### config.mk
export PLATFORM = sky130hd
export DESIGN_NAME = sdlst_core
export DESIGN_NICKNAME = d
export VERILOG_FILES = /design/src/core/sdlst_core.v
export VERILOG_INCLUDE_DIRS = /design/src /design/src/core
export SDC_FILE = /design/constraint.sdc
export NUM_CORES = 1
export LEC_CHECK = 0
export BUFFER_PORTS_ARGS = -buffer_cell sky130_fd_sc_hd__clkbuf_2
export CAP_MARGIN = 0
export CORE_AREA = 3 3 80 82
export CTS_CLUSTER_DIAMETER = 200
export DETAILED_ROUTE_END_ITERATION = 7
export DIE_AREA = 0 0 83 85
export GPL_TIMING_DRIVEN = 0
export PLACE_DENSITY = 0.72
export REMOVE_ABC_BUFFERS = 1
export SETUP_SLACK_MARGIN = 0.4
export SLEW_MARGIN = 25
export SYNTH_ARGS = -nofsm -noshare
export SYNTH_HDL_FRONTEND = slang
export SYNTH_SLANG_ARGS = --single-unit
### constraint.sdc
create_clock -name CORE_CLK -period 2.5 [get_ports CORE_CLK]
set_input_delay 0.25 -clock CORE_CLK [delete_from_list [all_inputs] [get_ports CORE_CLK]]
set_output_delay 0.25 -clock CORE_CLK [all_outputs]
set_load 0.05 [all_outputs]
### src/core/sdlst_map.vh
// Register map, field positions and timing counts of the line status tracker
`ifndef SDLST_MAP_VH
`define SDLST_MAP_VH
// Byte offsets
`define SDLST_OFS_PSTATE   12'h000
`define SDLST_OFS_CMD      12'h004
`define SDLST_OFS_CTRL     12'h008
`define SDLST_OFS_IRQSTAT  12'h00C
`define SDLST_OFS_IRQMASK  12'h010
// present_state bit positions
`define SDLST_PS_COMMAND_LINE_INHIBIT      0
`define SDLST_PS_DCI       1
`define SDLST_PS_DLA       2
`define SDLST_PS_WTA       8
`define SDLST_PS_RTA       9
// Command register fields
`define SDLST_CMD_READ     4
`define SDLST_CMD_RSP_LO   16
`define SDLST_CMD_RSP_HI   17
`define SDLST_CMD_DATA     21
`define SDLST_CMD_LAUNCH_LANE 3
// Response type codes
`define SDLST_RSP_NONE     2'h0
`define SDLST_RSP_BUSY     2'h3
// Control register bits, write one to act
`define SDLST_CTRL_GAP     0
`define SDLST_CTRL_CONT    1
`define SDLST_CTRL_CMDRST  2
`define SDLST_CTRL_DATRST  3
// Interrupt status bits
`define SDLST_IRQ_TC       0
// Bus clock edges of idle line before busy ends
`define SDLST_IDLE_EDGES   4'h8
`define SDLST_ZERO32       32'h00000000
`endif

### src/core/sdlst_core.v
// Command and data line status tracker with APB register access
//
// The register addresses and the APB interface to the registers are this design's own decisions.
`timescale 1ns/100ps
`default_nettype none
`include "sdlst_map.vh"
module sdlst_core
#(
    parameter IDLE_W = 4
)
(
    // Clock and reset
    input  wire        CORE_CLK,
    input  wire        RESET,
    // APB slave
    input  wire        PSEL,
    input  wire        PENABLE,
    input  wire        PWRITE,
    input  wire [11:0] PADDR,
    input  wire [31:0] PWDATA,
    input  wire [3:0]  PSTRB,
    output reg  [31:0] PRDATA,
    output wire        PREADY,
    output wire        PSLVERR,
    // Card bus pins, sampled from outside this clock domain
    input  wire        SD_CLK,
    input  wire        SD_DAT0,
    // Transfer engine events, one-cycle pulses on CORE_CLK
    input  wire        CMD_END_SENT,
    input  wire        AUTO_STOP_SENT,
    input  wire        RESP_END,
    input  wire        CMD_CRC_ERR,
    input  wire        CMD_END_BIT_ERR,
    input  wire        AUTO_STOP_NOT_EXEC,
    input  wire        CMD_TIMEOUT_ERR,
    input  wire        CRC_STATUS_LAST,
    input  wire        READ_LAST_END,
    input  wire        READ_WAIT_START,
    input  wire        READ_OUT_DONE,
    input  wire        GAP_STOPPED,
    // Requests towards the transfer engine
    output reg         CMD_LAUNCH,
    output reg         GAP_REQUEST,
    output reg         CONTINUE_REQUEST,
    // Interrupt
    output wire        IRQ
);

    // Address decode shared by read and write paths.
    // Every register takes one aligned word, so the full byte address
    // is compared and the low two bits must be zero for a hit.
    // Kept as a function so the read mux, the write strobes and the
    // error answer all agree on one decode.
    function is_ofs;
        input [11:0] a;
        input [11:0] o;
        begin
            is_ofs = (a == o);
        end
    endfunction

    // Access phase qualifiers.
    // A write takes effect only in the access phase, never in setup,
    // so a master that stalls in setup cannot launch a command twice.
    // The hit term covers every mapped word; anything else is refused.
    // Refused writes change nothing and refused reads return zero.
    wire acc = PSEL & PENABLE;
    wire wr  = acc & PWRITE;
    wire hit = is_ofs(PADDR, `SDLST_OFS_PSTATE) | is_ofs(PADDR, `SDLST_OFS_CMD)
             | is_ofs(PADDR, `SDLST_OFS_CTRL) | is_ofs(PADDR, `SDLST_OFS_IRQSTAT)
             | is_ofs(PADDR, `SDLST_OFS_IRQMASK);

    // Zero wait states; unmapped addresses answer with an error.
    // Every register is a plain flop or a mux of flops, so no wait is needed.
    // A slower fabric would have to stretch ready here.
    assign PREADY  = 1'b1;
    assign PSLVERR = acc & ~hit;

    // State of the tracker.
    // The flags below are the whole of the software-visible status.
    // The busy helpers track a pending busy phase after a response or
    // after the last write block, and the gap flag arms a continue.
    // The direction flag remembers which way the stopped transfer ran,
    // so a continue resumes it without software saying so again.
    // The pin synchronisers sit at the end of the list.
    reg [31:0] cmd_r;
    reg        command_line_inhibit_r;
    reg        dla_r;
    reg        wta_r;
    reg        rta_r;
    reg        busy_cmd_r;
    reg        busy_wait_r;
    reg        busy_pending_r;
    reg        wr_dir_r;
    reg        gap_r;
    reg        dci_prev_r;
    reg        irq_stat_r;
    reg        irq_mask_r;
    reg [IDLE_W-1:0] idle_cnt_r;
    reg        clk_s1_r;
    reg        clk_s2_r;
    reg        clk_s3_r;
    reg        dat_s1_r;
    reg        dat_s2_r;

    // Decoded strobes and combinational status terms.
    // The launch strobe keys on byte lane 3 only: software may write the
    // lower bytes of the command word first without starting anything.
    // The continue strobe is ignored unless a gap stop or read wait is
    // pending, which keeps a stray write from reopening a finished transfer.
    // Any response error keeps the command inhibit up; only a command line
    // reset clears it then.
    wire cmd_wr    = wr & is_ofs(PADDR, `SDLST_OFS_CMD);
    wire ctrl_wr   = wr & is_ofs(PADDR, `SDLST_OFS_CTRL);
    wire launch    = cmd_wr & PSTRB[`SDLST_CMD_LAUNCH_LANE];
    wire cmd_rst   = ctrl_wr & PWDATA[`SDLST_CTRL_CMDRST];
    wire dat_rst   = ctrl_wr & PWDATA[`SDLST_CTRL_DATRST];
    wire cont      = ctrl_wr & PWDATA[`SDLST_CTRL_CONT] & gap_r;
    wire gap_req   = ctrl_wr & PWDATA[`SDLST_CTRL_GAP];
    wire [1:0] rsp = cmd_r[`SDLST_CMD_RSP_HI:`SDLST_CMD_RSP_LO];
    wire is_data   = cmd_r[`SDLST_CMD_DATA];
    wire is_read   = cmd_r[`SDLST_CMD_READ];
    wire resp_err  = CMD_CRC_ERR | CMD_END_BIT_ERR | AUTO_STOP_NOT_EXEC | CMD_TIMEOUT_ERR;
    wire dci       = dla_r | rta_r | busy_cmd_r;
    wire sd_rise   = clk_s2_r & ~clk_s3_r;
    wire busy_done = busy_wait_r & sd_rise & dat_s2_r
                   & (idle_cnt_r == `SDLST_IDLE_EDGES - 4'h1);

    // Two-flop synchronisers for the card pins; only the second stage is read.
    // The third clock stage exists only to find rising bus clock edges.
    // The data line resets to its idle level, high, so that no false busy
    // is seen in the cycles after reset.
    // Edges are seen about two core cycles late; that delay is the same
    // for clock and data, so their relation is preserved.
    // The bus clock must stay well below half the core clock for this.
    always @(posedge CORE_CLK)
    begin
        if (RESET)
        begin
            clk_s1_r <= 1'b0;
            clk_s2_r <= 1'b0;
            clk_s3_r <= 1'b0;
            dat_s1_r <= 1'b1;
            dat_s2_r <= 1'b1;
        end
        else
        begin
            clk_s1_r <= SD_CLK;
            clk_s2_r <= clk_s1_r;
            clk_s3_r <= clk_s2_r;
            dat_s1_r <= SD_DAT0;
            dat_s2_r <= dat_s1_r;
        end
    end

    // Idle counter: counts bus clock edges with the data line high, restarts on busy.
    // It runs only while a busy phase is awaited, and any low sample
    // starts the count again, so a glitch cannot end busy early.
    // With the bus clock stopped the count simply holds; the busy phase
    // then ends only when the clock runs again.
    // The width parameter must hold the count of idle edges.
    always @(posedge CORE_CLK)
    begin
        if (RESET || !busy_wait_r || busy_done)
            idle_cnt_r <= {IDLE_W{1'b0}};
        else if (sd_rise)
        begin
            if (dat_s2_r)
                idle_cnt_r <= idle_cnt_r + {{(IDLE_W-1){1'b0}}, 1'b1};
            else
                idle_cnt_r <= {IDLE_W{1'b0}};
        end
    end

    // Command register and one-cycle requests to the transfer engine.
    // Requests are registered so the engine sees clean one-cycle pulses
    // one cycle after the bus write that caused them.
    // The command word is kept whole so the response type and direction
    // are known when the engine reports the end bit.
    // A gap request is passed on whether or not a transfer is running;
    // the engine decides whether it applies.
    always @(posedge CORE_CLK)
    begin
        if (RESET)
        begin
            cmd_r            <= `SDLST_ZERO32;
            CMD_LAUNCH       <= 1'b0;
            GAP_REQUEST      <= 1'b0;
            CONTINUE_REQUEST <= 1'b0;
        end
        else
        begin
            if (cmd_wr)
                cmd_r <= PWDATA;
            CMD_LAUNCH       <= launch;
            GAP_REQUEST      <= gap_req;
            CONTINUE_REQUEST <= cont;
        end
    end

    // Command line inhibit.
    // Reset and the command line reset win over everything.
    // A launch wins over a clear in the same cycle, because the new command
    // owns the line from then on.
    // Without a response the command end bit frees the line; with one,
    // only a clean response end does.
    // After a timeout or any other response error the flag stays set,
    // so software must reset the command line before the next command.
    // The end bit of an automatic stop is reported by the engine alone.
    always @(posedge CORE_CLK)
    begin
        if (RESET || cmd_rst)
            command_line_inhibit_r <= 1'b0;
        else if (launch)
            command_line_inhibit_r <= 1'b1;
        else if (CMD_END_SENT && rsp == `SDLST_RSP_NONE)
            command_line_inhibit_r <= 1'b0;
        else if (RESP_END && !resp_err)
            command_line_inhibit_r <= 1'b0;
        // Auto stop end bits are not filtered here; they clear this flag like any command end
    end

    // Data line flags; the read wait stop is a gap stop too, so continue resumes it.
    // A data command end bit opens a transfer in the direction of the
    // command word; an automatic stop end bit leaves the flags alone.
    // A write stopped at a gap, or finished by its last CRC status,
    // still waits for the card's busy phase before the line is free.
    // Reads free the line at the last block end bit or at read wait,
    // while read active lasts until the data has been drained or a gap stop.
    // A command expecting busy holds the data inhibit from launch until
    // the busy phase after its response has ended.
    // Trade-off: gap, CRC status and read events in the cycle of a continue are ignored, as the
    // engine cannot report an end while it is being restarted.
    always @(posedge CORE_CLK)
    begin
        if (RESET || dat_rst)
        begin
            dla_r          <= 1'b0;
            wta_r          <= 1'b0;
            rta_r          <= 1'b0;
            wr_dir_r       <= 1'b0;
            gap_r          <= 1'b0;
            busy_wait_r    <= 1'b0;
            busy_cmd_r     <= 1'b0;
            busy_pending_r <= 1'b0;
        end
        else
        begin
            if (CMD_END_SENT && is_data && !AUTO_STOP_SENT)
            begin
                dla_r    <= 1'b1;
                wr_dir_r <= ~is_read;
                wta_r    <= ~is_read;
                rta_r    <= is_read;
                gap_r    <= 1'b0;
            end
            else if (cont)
            begin
                dla_r <= 1'b1;
                wta_r <= wr_dir_r;
                rta_r <= ~wr_dir_r;
                gap_r <= 1'b0;
            end
            else
            begin
                if (GAP_STOPPED)
                    gap_r <= 1'b1;
                if (READ_WAIT_START)
                    gap_r <= 1'b1;
                if (CRC_STATUS_LAST || (GAP_STOPPED && wr_dir_r))
                begin
                    wta_r       <= 1'b0;
                    busy_wait_r <= 1'b1;
                end
                if (!wr_dir_r && (READ_LAST_END || READ_WAIT_START))
                    dla_r <= 1'b0;
                if (READ_OUT_DONE || (GAP_STOPPED && !wr_dir_r))
                    rta_r <= 1'b0;
            end
            // Command expecting busy holds the data inhibit until busy ends
            if (launch && PWDATA[`SDLST_CMD_RSP_HI:`SDLST_CMD_RSP_LO] == `SDLST_RSP_BUSY)
                busy_cmd_r <= 1'b1;
            if (launch && PWDATA[`SDLST_CMD_RSP_HI:`SDLST_CMD_RSP_LO] == `SDLST_RSP_BUSY)
                busy_pending_r <= 1'b1;
            else if (busy_pending_r && RESP_END)
            begin
                busy_pending_r <= 1'b0;
                busy_wait_r    <= 1'b1;
            end
            if (busy_done)
            begin
                busy_wait_r <= 1'b0;
                busy_cmd_r  <= 1'b0;
                if (wr_dir_r)
                    dla_r <= 1'b0;
            end
        end
    end

    // Transfer complete flag: set on falling inhibit; set beats a same-cycle clear.
    // The previous inhibit value resets low, matching the inhibit itself,
    // so no false fall is seen after reset.
    // Software clears the flag by writing a one; a completion in that
    // same cycle is kept, so no event is ever lost.
    // The mask only gates the interrupt line, never the status bit.
    always @(posedge CORE_CLK)
    begin
        if (RESET)
        begin
            dci_prev_r <= 1'b0;
            irq_stat_r <= 1'b0;
            irq_mask_r <= 1'b0;
        end
        else
        begin
            dci_prev_r <= dci;
            if (dci_prev_r && !dci)
                irq_stat_r <= 1'b1;
            else if (wr && is_ofs(PADDR, `SDLST_OFS_IRQSTAT) && PWDATA[`SDLST_IRQ_TC])
                irq_stat_r <= 1'b0;
            if (wr && is_ofs(PADDR, `SDLST_OFS_IRQMASK))
                irq_mask_r <= PWDATA[`SDLST_IRQ_TC];
        end
    end

    // Level interrupt, high while the unmasked status bit is set.
    // Built from flops only, so it cannot glitch.
    assign IRQ = irq_stat_r & irq_mask_r;

    // Read mux; present_state ignores writes and reserved bits read zero.
    // The data follows the address during the whole transfer; the master
    // takes it at the edge where ready is sampled.
    // The control word is write-only and reads back zero, as do unmapped
    // addresses, which answer with an error as well.
    // Buffer flags are not tracked here and read zero.
    always @*
    begin
        PRDATA = `SDLST_ZERO32;
        if (is_ofs(PADDR, `SDLST_OFS_PSTATE))
        begin
            PRDATA[`SDLST_PS_COMMAND_LINE_INHIBIT] = command_line_inhibit_r;
            PRDATA[`SDLST_PS_DCI]  = dci;
            PRDATA[`SDLST_PS_DLA]  = dla_r;
            PRDATA[`SDLST_PS_WTA]  = wta_r;
            PRDATA[`SDLST_PS_RTA]  = rta_r;
        end
        else if (is_ofs(PADDR, `SDLST_OFS_CMD))
            PRDATA = cmd_r;
        else if (is_ofs(PADDR, `SDLST_OFS_IRQSTAT))
            PRDATA[`SDLST_IRQ_TC] = irq_stat_r;
        else if (is_ofs(PADDR, `SDLST_OFS_IRQMASK))
            PRDATA[`SDLST_IRQ_TC] = irq_mask_r;
    end

endmodule // sdlst_core
`default_nettype wire

== Yosys cells after proc, flatten, opt, wreduce, memory -nomap -nowiden ==
Index checks and enable logic that the tools add are counted.
Cells by class
  add/sub/neg operators: 1
  equal/unequal tests: 6
  multiplexer cells: 34
  bitwise logic cells: 29
  reductions and logical operators: 35
Operator list (count)
  $mux W31: 1
  $mux W1: 28
  $eq A12 B4 Y1 const B: 2
  $mux W22: 1
  $and A1 B1 Y1: 16
  $logic_and A1 B1 Y1: 13
  $eq A12 B3 Y1 const B: 1
  $eq A12 B5 Y1 const B: 1
  $logic_not A12 Y1: 1
  $or A1 B1 Y1: 9
  $reduce_bool A3 Y1: 3
  $logic_or A1 B1 Y1: 7
  $reduce_bool A2 Y1: 3
  $logic_not A1 Y1: 5
  $mux W5: 1
  $add A4 B1 Y4 const B: 1
  $eq A4 B3 Y1 const B: 1
  $mux W4: 1
  $not A1 Y1: 4
  $mux W3: 1
  $reduce_or A3 Y1: 1
  $eq A2 B2 Y1 const B: 1
  $logic_not A2 Y1: 1
  $mux W2: 1
  $reduce_or A2 Y1: 1
Word-level totals
  bits in registers: 56
  input bits: 67
  output and inout port bits: 38
  word-level logic and storage cells: 127

== Logic depth before layout (Yosys ltp) ==
  depth in word-level cells: 9
  depth in mapped cells: 6
  depth with buffers taken out: 4

== Worst setup path after synthesis ==
OpenSTA, ideal clock, no wires.
  kind: input port to output port
  start: in PADDR[9]
  end: out PRDATA[0]
  arrival time: 2.485 ns
  required time: 2.250 ns
  setup slack: -0.235 ns
  stages: 4
  buffers on the path: 1
  path through: or4_4 > or3_1 > clkbuf_1 > o31ai_1
On the way
  cells in the longest elaborated chain, start to end: 5
  elaborated cells between the ends (all ways): 8
  classes of those cells: 3 x eq/ne; 4 x mux; 1 x reduce/logical
Ends and longest elaborated chain
  start: declaration: line sdlst_core.v:19  | input wire [11:0] PADDR,
  $eq A12 B5 Y1: line sdlst_core.v:58  | is_ofs = (a == o);
  $mux W1: line sdlst_core.v:351  | else if (is_ofs(PADDR, `SDLST_OFS_IRQMASK))
  $mux W1: line sdlst_core.v:349  | else if (is_ofs(PADDR, `SDLST_OFS_IRQSTAT))
  $mux W1: line sdlst_core.v:347  | else if (is_ofs(PADDR, `SDLST_OFS_CMD))
  $mux W3 (*): line sdlst_core.v:339  | if (is_ofs(PADDR, `SDLST_OFS_PSTATE))
  end: declaration: line sdlst_core.v:22  | output reg [31:0] PRDATA,
Every way passes the cells marked *; elsewhere a longest branch is shown, timed or not.

== Final worst setup path ==
  start: in PADDR[9]
  end: out PRDATA[28]
On the way
  cells in the longest elaborated chain, start to end: 3
  elaborated cells between the ends (all ways): 4
  classes of those cells: 1 x eq/ne; 2 x mux; 1 x reduce/logical
Ends and longest elaborated chain (line)
  $eq A12 B3 Y1: sdlst_core.v:58
  $mux W31: sdlst_core.v:347
  $mux W22 (*): sdlst_core.v:339
Marks and branches as above.

==> results.md <==
- The flow ran to the end, and the final reports show no timing, DRC or antenna violations.
- The average via count per standard cell is 5.09.
- The number of buffers and inverters on the critical path is 4.
- After synthesis, the largest area contributor takes up 45.1% of total cell area.
- The H-tree depth is 2.
- The number of nets still failing antenna checks after routing is 0.
- After floorplanning, the core was divided into 28 placement rows.
- In the synthesized netlist, the number of instances is 318.
- The first global-routing pass estimated 11400 µm of wire.
- The logic depth of the worst setup path including buffers is 8.
- Counting flops with a built-in enable in the synthesized netlist gives 0.
- The initial utilization of the core area, before any placement, comes to 42.7%.
- For this design the total switching power over the nets is 362 µW.
- Per report_power, the sequential group accounts for 54.0% of the total.
- The die is 85 µm tall.
- The net count of the finished layout is 489.
- The commonest cells after synthesis are nand2_1, dfxtp_1, a21oi_1, and2_1, clkbuf_1.
- By startpoint and endpoint, the worst setup path is classified as in2out.
- TritonCTS built the clock tree.
- The tightest min-delay check is of the in2reg type.
- The tree built by TritonCTS fans out to 56 sinks.
- The total met3 wirelength after detailed routing is 511 µm.
- Setup repair after global routing could not meet its margin everywhere.
- STA classifies the critical path endpoint as an output pin.
- Dividing the final minimum period by the clock period gives 91.1%.
- Before antenna repair, the detailed router went through 4 iterations.
- The stage delay of the slowest cell on the critical path is 530 ps.
- At the pin with the least slew margin, the transition time is 933 ps.
- Dividing the synthesized area by the synthesized cell count gives 7.82 µm².
- The overall power of the completed layout is 1670 µW.
- The placer congestion estimate is 0.848.
- The area inside the core boundary is 5820 µm².
- Yosys attributes the largest share of cell area to dfxtp_1, nand2_1, a21oi_1.
- The most used cell along the critical path is buf_6.
- The area overhead of the layout relative to synthesis is 49.7%.
- The final count of hold timing violations is 0.
- Summed over all failing endpoints, the final setup total negative slack is 0 ps.
- The data arrival time of the critical path is 2030 ps.
- Of the cells placed in the final design, the portion with a size suffix greater than 1 is 36.3%.
- The origin of the critical flop-to-flop path is clk_s2_r.
- The initial antenna violation count is 0.
- The final-layout fill cell count is 517.
- The worst setup path is launched from an input pin.
- Between clock sinks in the finished design, the worst skew comes to 5.89 ps.
- The maximum fanout along the worst path is 7.
- In this run, the number of DRC markers left after iteration 0 of detailed routing was 191.
- In this run the critical register-to-register path is captured at dla_r.
- The number of global-route vias before repair came to 2523.
- The total number of vias is 2532.
- The cell-internal power is 1300 µW.
- The most critical setup path has its startpoint at PADDR[9].
- Summed over all cells, the static leakage comes to 0.00154 µW.
- The average wire per standard cell is 14.4 µm.
- The post-detailed-placement half-perimeter wirelength is 4730 µm.
- Clock-pin slew was measured on the worst setup and hold paths at 90 ps.
- Entering global routing, the biggest net connects 45 pins.
- The met1 wire length is 2890 µm.
- The warning count from the yosys run is 0.
- For this run, the register share of the synthesized area comes to 45.1%.
- Max-cap violations in this run came to 0.
- The aggregate global routing overflow is 0.
- Pin placement for this block handled 105 I/O pins.
- The register with the most flip-flops is cmd_r.
- The mapped cell area is 2490 µm².
- Setup violations remaining at the end of the flow were counted as 0.
- The library cell with the highest instance count after synthesis is nand2_1.
- The root buffer cell chosen for the clock tree is clkbuf_8.
- The tightest slew margin relative to the limit is 37.8%.
- The horizontal die dimension is 83 µm.
- The power density of the placed cells is 448 nW/µm².
- The tightest hold margin is 118 ps.
- Synthesis inferred 56 register bits.
- The count of cells along the worst hold path is 2.
- The worst IR drop on VDD is 0.000378 V.
- The cell family contributing the most delay on the critical path is simple AND/OR/NAND/NOR gates.
- The top achievable clock speed is 439 MHz.
- The post-synthesis async set-or-reset flop share is 0%.
- The clock reaches the later pin of the worst-skew pair after 310 ps.
- The signal on the critical path passes through clkbuf_2, or4_4, or3_4, nor3_4, buf_6, buf_6, and2_4, clkbuf_16.
- Measured in cells, the most critical reg-to-reg path has a length of 4.
- The required arrival time at the worst endpoint is 2250 ps.
- The clock buffer count from CTS is 5.
- The part of the total power dissipated in the clock network is 38.7%.
- The final-report max-slew violation count is 0.
- The synthesized design spends more area on one cell type than any other, namely dfxtp_1.
- For flop-to-flop paths, the worst setup slack is 1150 ps.
- Summed over all nets, wire length on met2 after detailed routing comes to 3690 µm.
- The share of power burned in combinational logic is 7.3%.
- 0 antenna diodes ended up in the layout.
- The number of different library cells in the post-synthesis netlist is 42.
- In the synthesized netlist the dominant register cell turns out to be dfxtp_1.
- After detailed routing, the number of remaining DRC violations is 0.
- The critical path ends at PRDATA[28].
- The largest buffer count on any clock path is 2.
- The number of buffers inserted by port buffering is 100.
- The register with the most flip-flops in the layout has 32 of them.
- In this run switching power makes up 21.7% of total power.
- The hold-fix buffer count after cts is 0.
- The global routing usage summed across all routing layers is 19.6%.
- The fraction of the core area covered by cells at the end of the flow is 64.0%.
- After layout, the minimum clock period comes to 2280 ps.
- The routed design has 7150 µm of wire.
- The die covers 7060 µm².
- The uppermost layer routed is met4.
- The largest registers in the layout are cmd_r: 32 flops, idle_cnt_r: 4 flops.
- The critical-path cell with the highest stage delay is or4_4.
layout make-up:
| type | instances | area [µm²] | area share (%) |
|---|---|---|---|
| Multi-Input combinational cell | 235 | 1370 | 36.8 |
| Clock buffer | 7 | 96.3 | 2.59 |
| Sequential cell | 56 | 1120 | 30.1 |
| Timing Repair Buffer | 114 | 976 | 26.2 |
| Clock inverter | 1 | 30.0 | 0.807 |
| Inverter | 9 | 33.8 | 0.908 |
| Tap cell | 75 | 93.8 | 2.52 |
timing repair:
action,4_1_cts,5_1_grt
pin swaps,15,11
buffers inserted,4,4
cloned,2,0
setup endpoints to repair,33,40
gates resized for setup,83,27
worst min-delay path by stage:
stage                    end  startpoint  slack [ps]
CTS                 dat_s1_r     SD_DAT0         110
global route        dat_s1_r     SD_DAT0         120
floorplan           cmd_r[0]       RESET         320
global placement    dat_s2_r    dat_s1_r         390
finish              dat_s1_r     SD_DAT0         120
detailed placement  dat_s2_r    dat_s1_r         400
placed cells by master (no fill, tap or decap), drive strengths merged, types with 2 or more instances in the layout:
master  instances
a211oi          3
a21oi          42
a22o            4
and2           28
buf            28
clkbuf         93
dfxtp          56
inv             9
nand2          77
nand2b          3
nand3           5
nand4           5
nor2           10
nor2b           8
nor3            6
nor3b           2
nor4            4
o21ai           7
o31a            2
o31ai           3
or2             4
or3             3
or4             4
or4b            2
xor2            2
per-layer routing:
metal	up-vias	track usage, %
li1	1277	-
met1	1159	23.2
met2	88	34.9
met3	8	5.63
met4	0	5.35
met5	-	0
power groups by stage:
stage,Combinational (µW),Clock (µW),Sequential (µW)
3_5_place_dp,114,0,921
5_1_grt,135,686,901
4_1_cts,118,650,900
2_1_floorplan,37.9,0,920
3_3_place_gp,111,0,921
6_report,122,644,900
logic make-up (layout without fill, tap and decap cells):
kind of cell | Yosys count | count (layout) | share of synthesized area, %
simple gates | 163 | 163 | 32.9
buf+inv | 27 | 131 | 4.33
other cells | 1 | 1 | 0.151
compound gates | 67 | 67 | 16.0
flops | 56 | 56 | 45.1
fa+ha+maj | 1 | 1 | 0.503
xor+xnor | 3 | 3 | 1.06
stage by stage:
stage | instances | instance area [µm²] | worst slack (ps)
floorplan | 300 | 2410 | -665
global placement | 475 | 3010 | -1940
detailed placement | 479 | 3070 | -480
CTS | 493 | 3630 | 145
global route | 497 | 3720 | 150
finish | 497 | 3720 | 221
No activity file was read; power rests on OpenSTA's default activity.
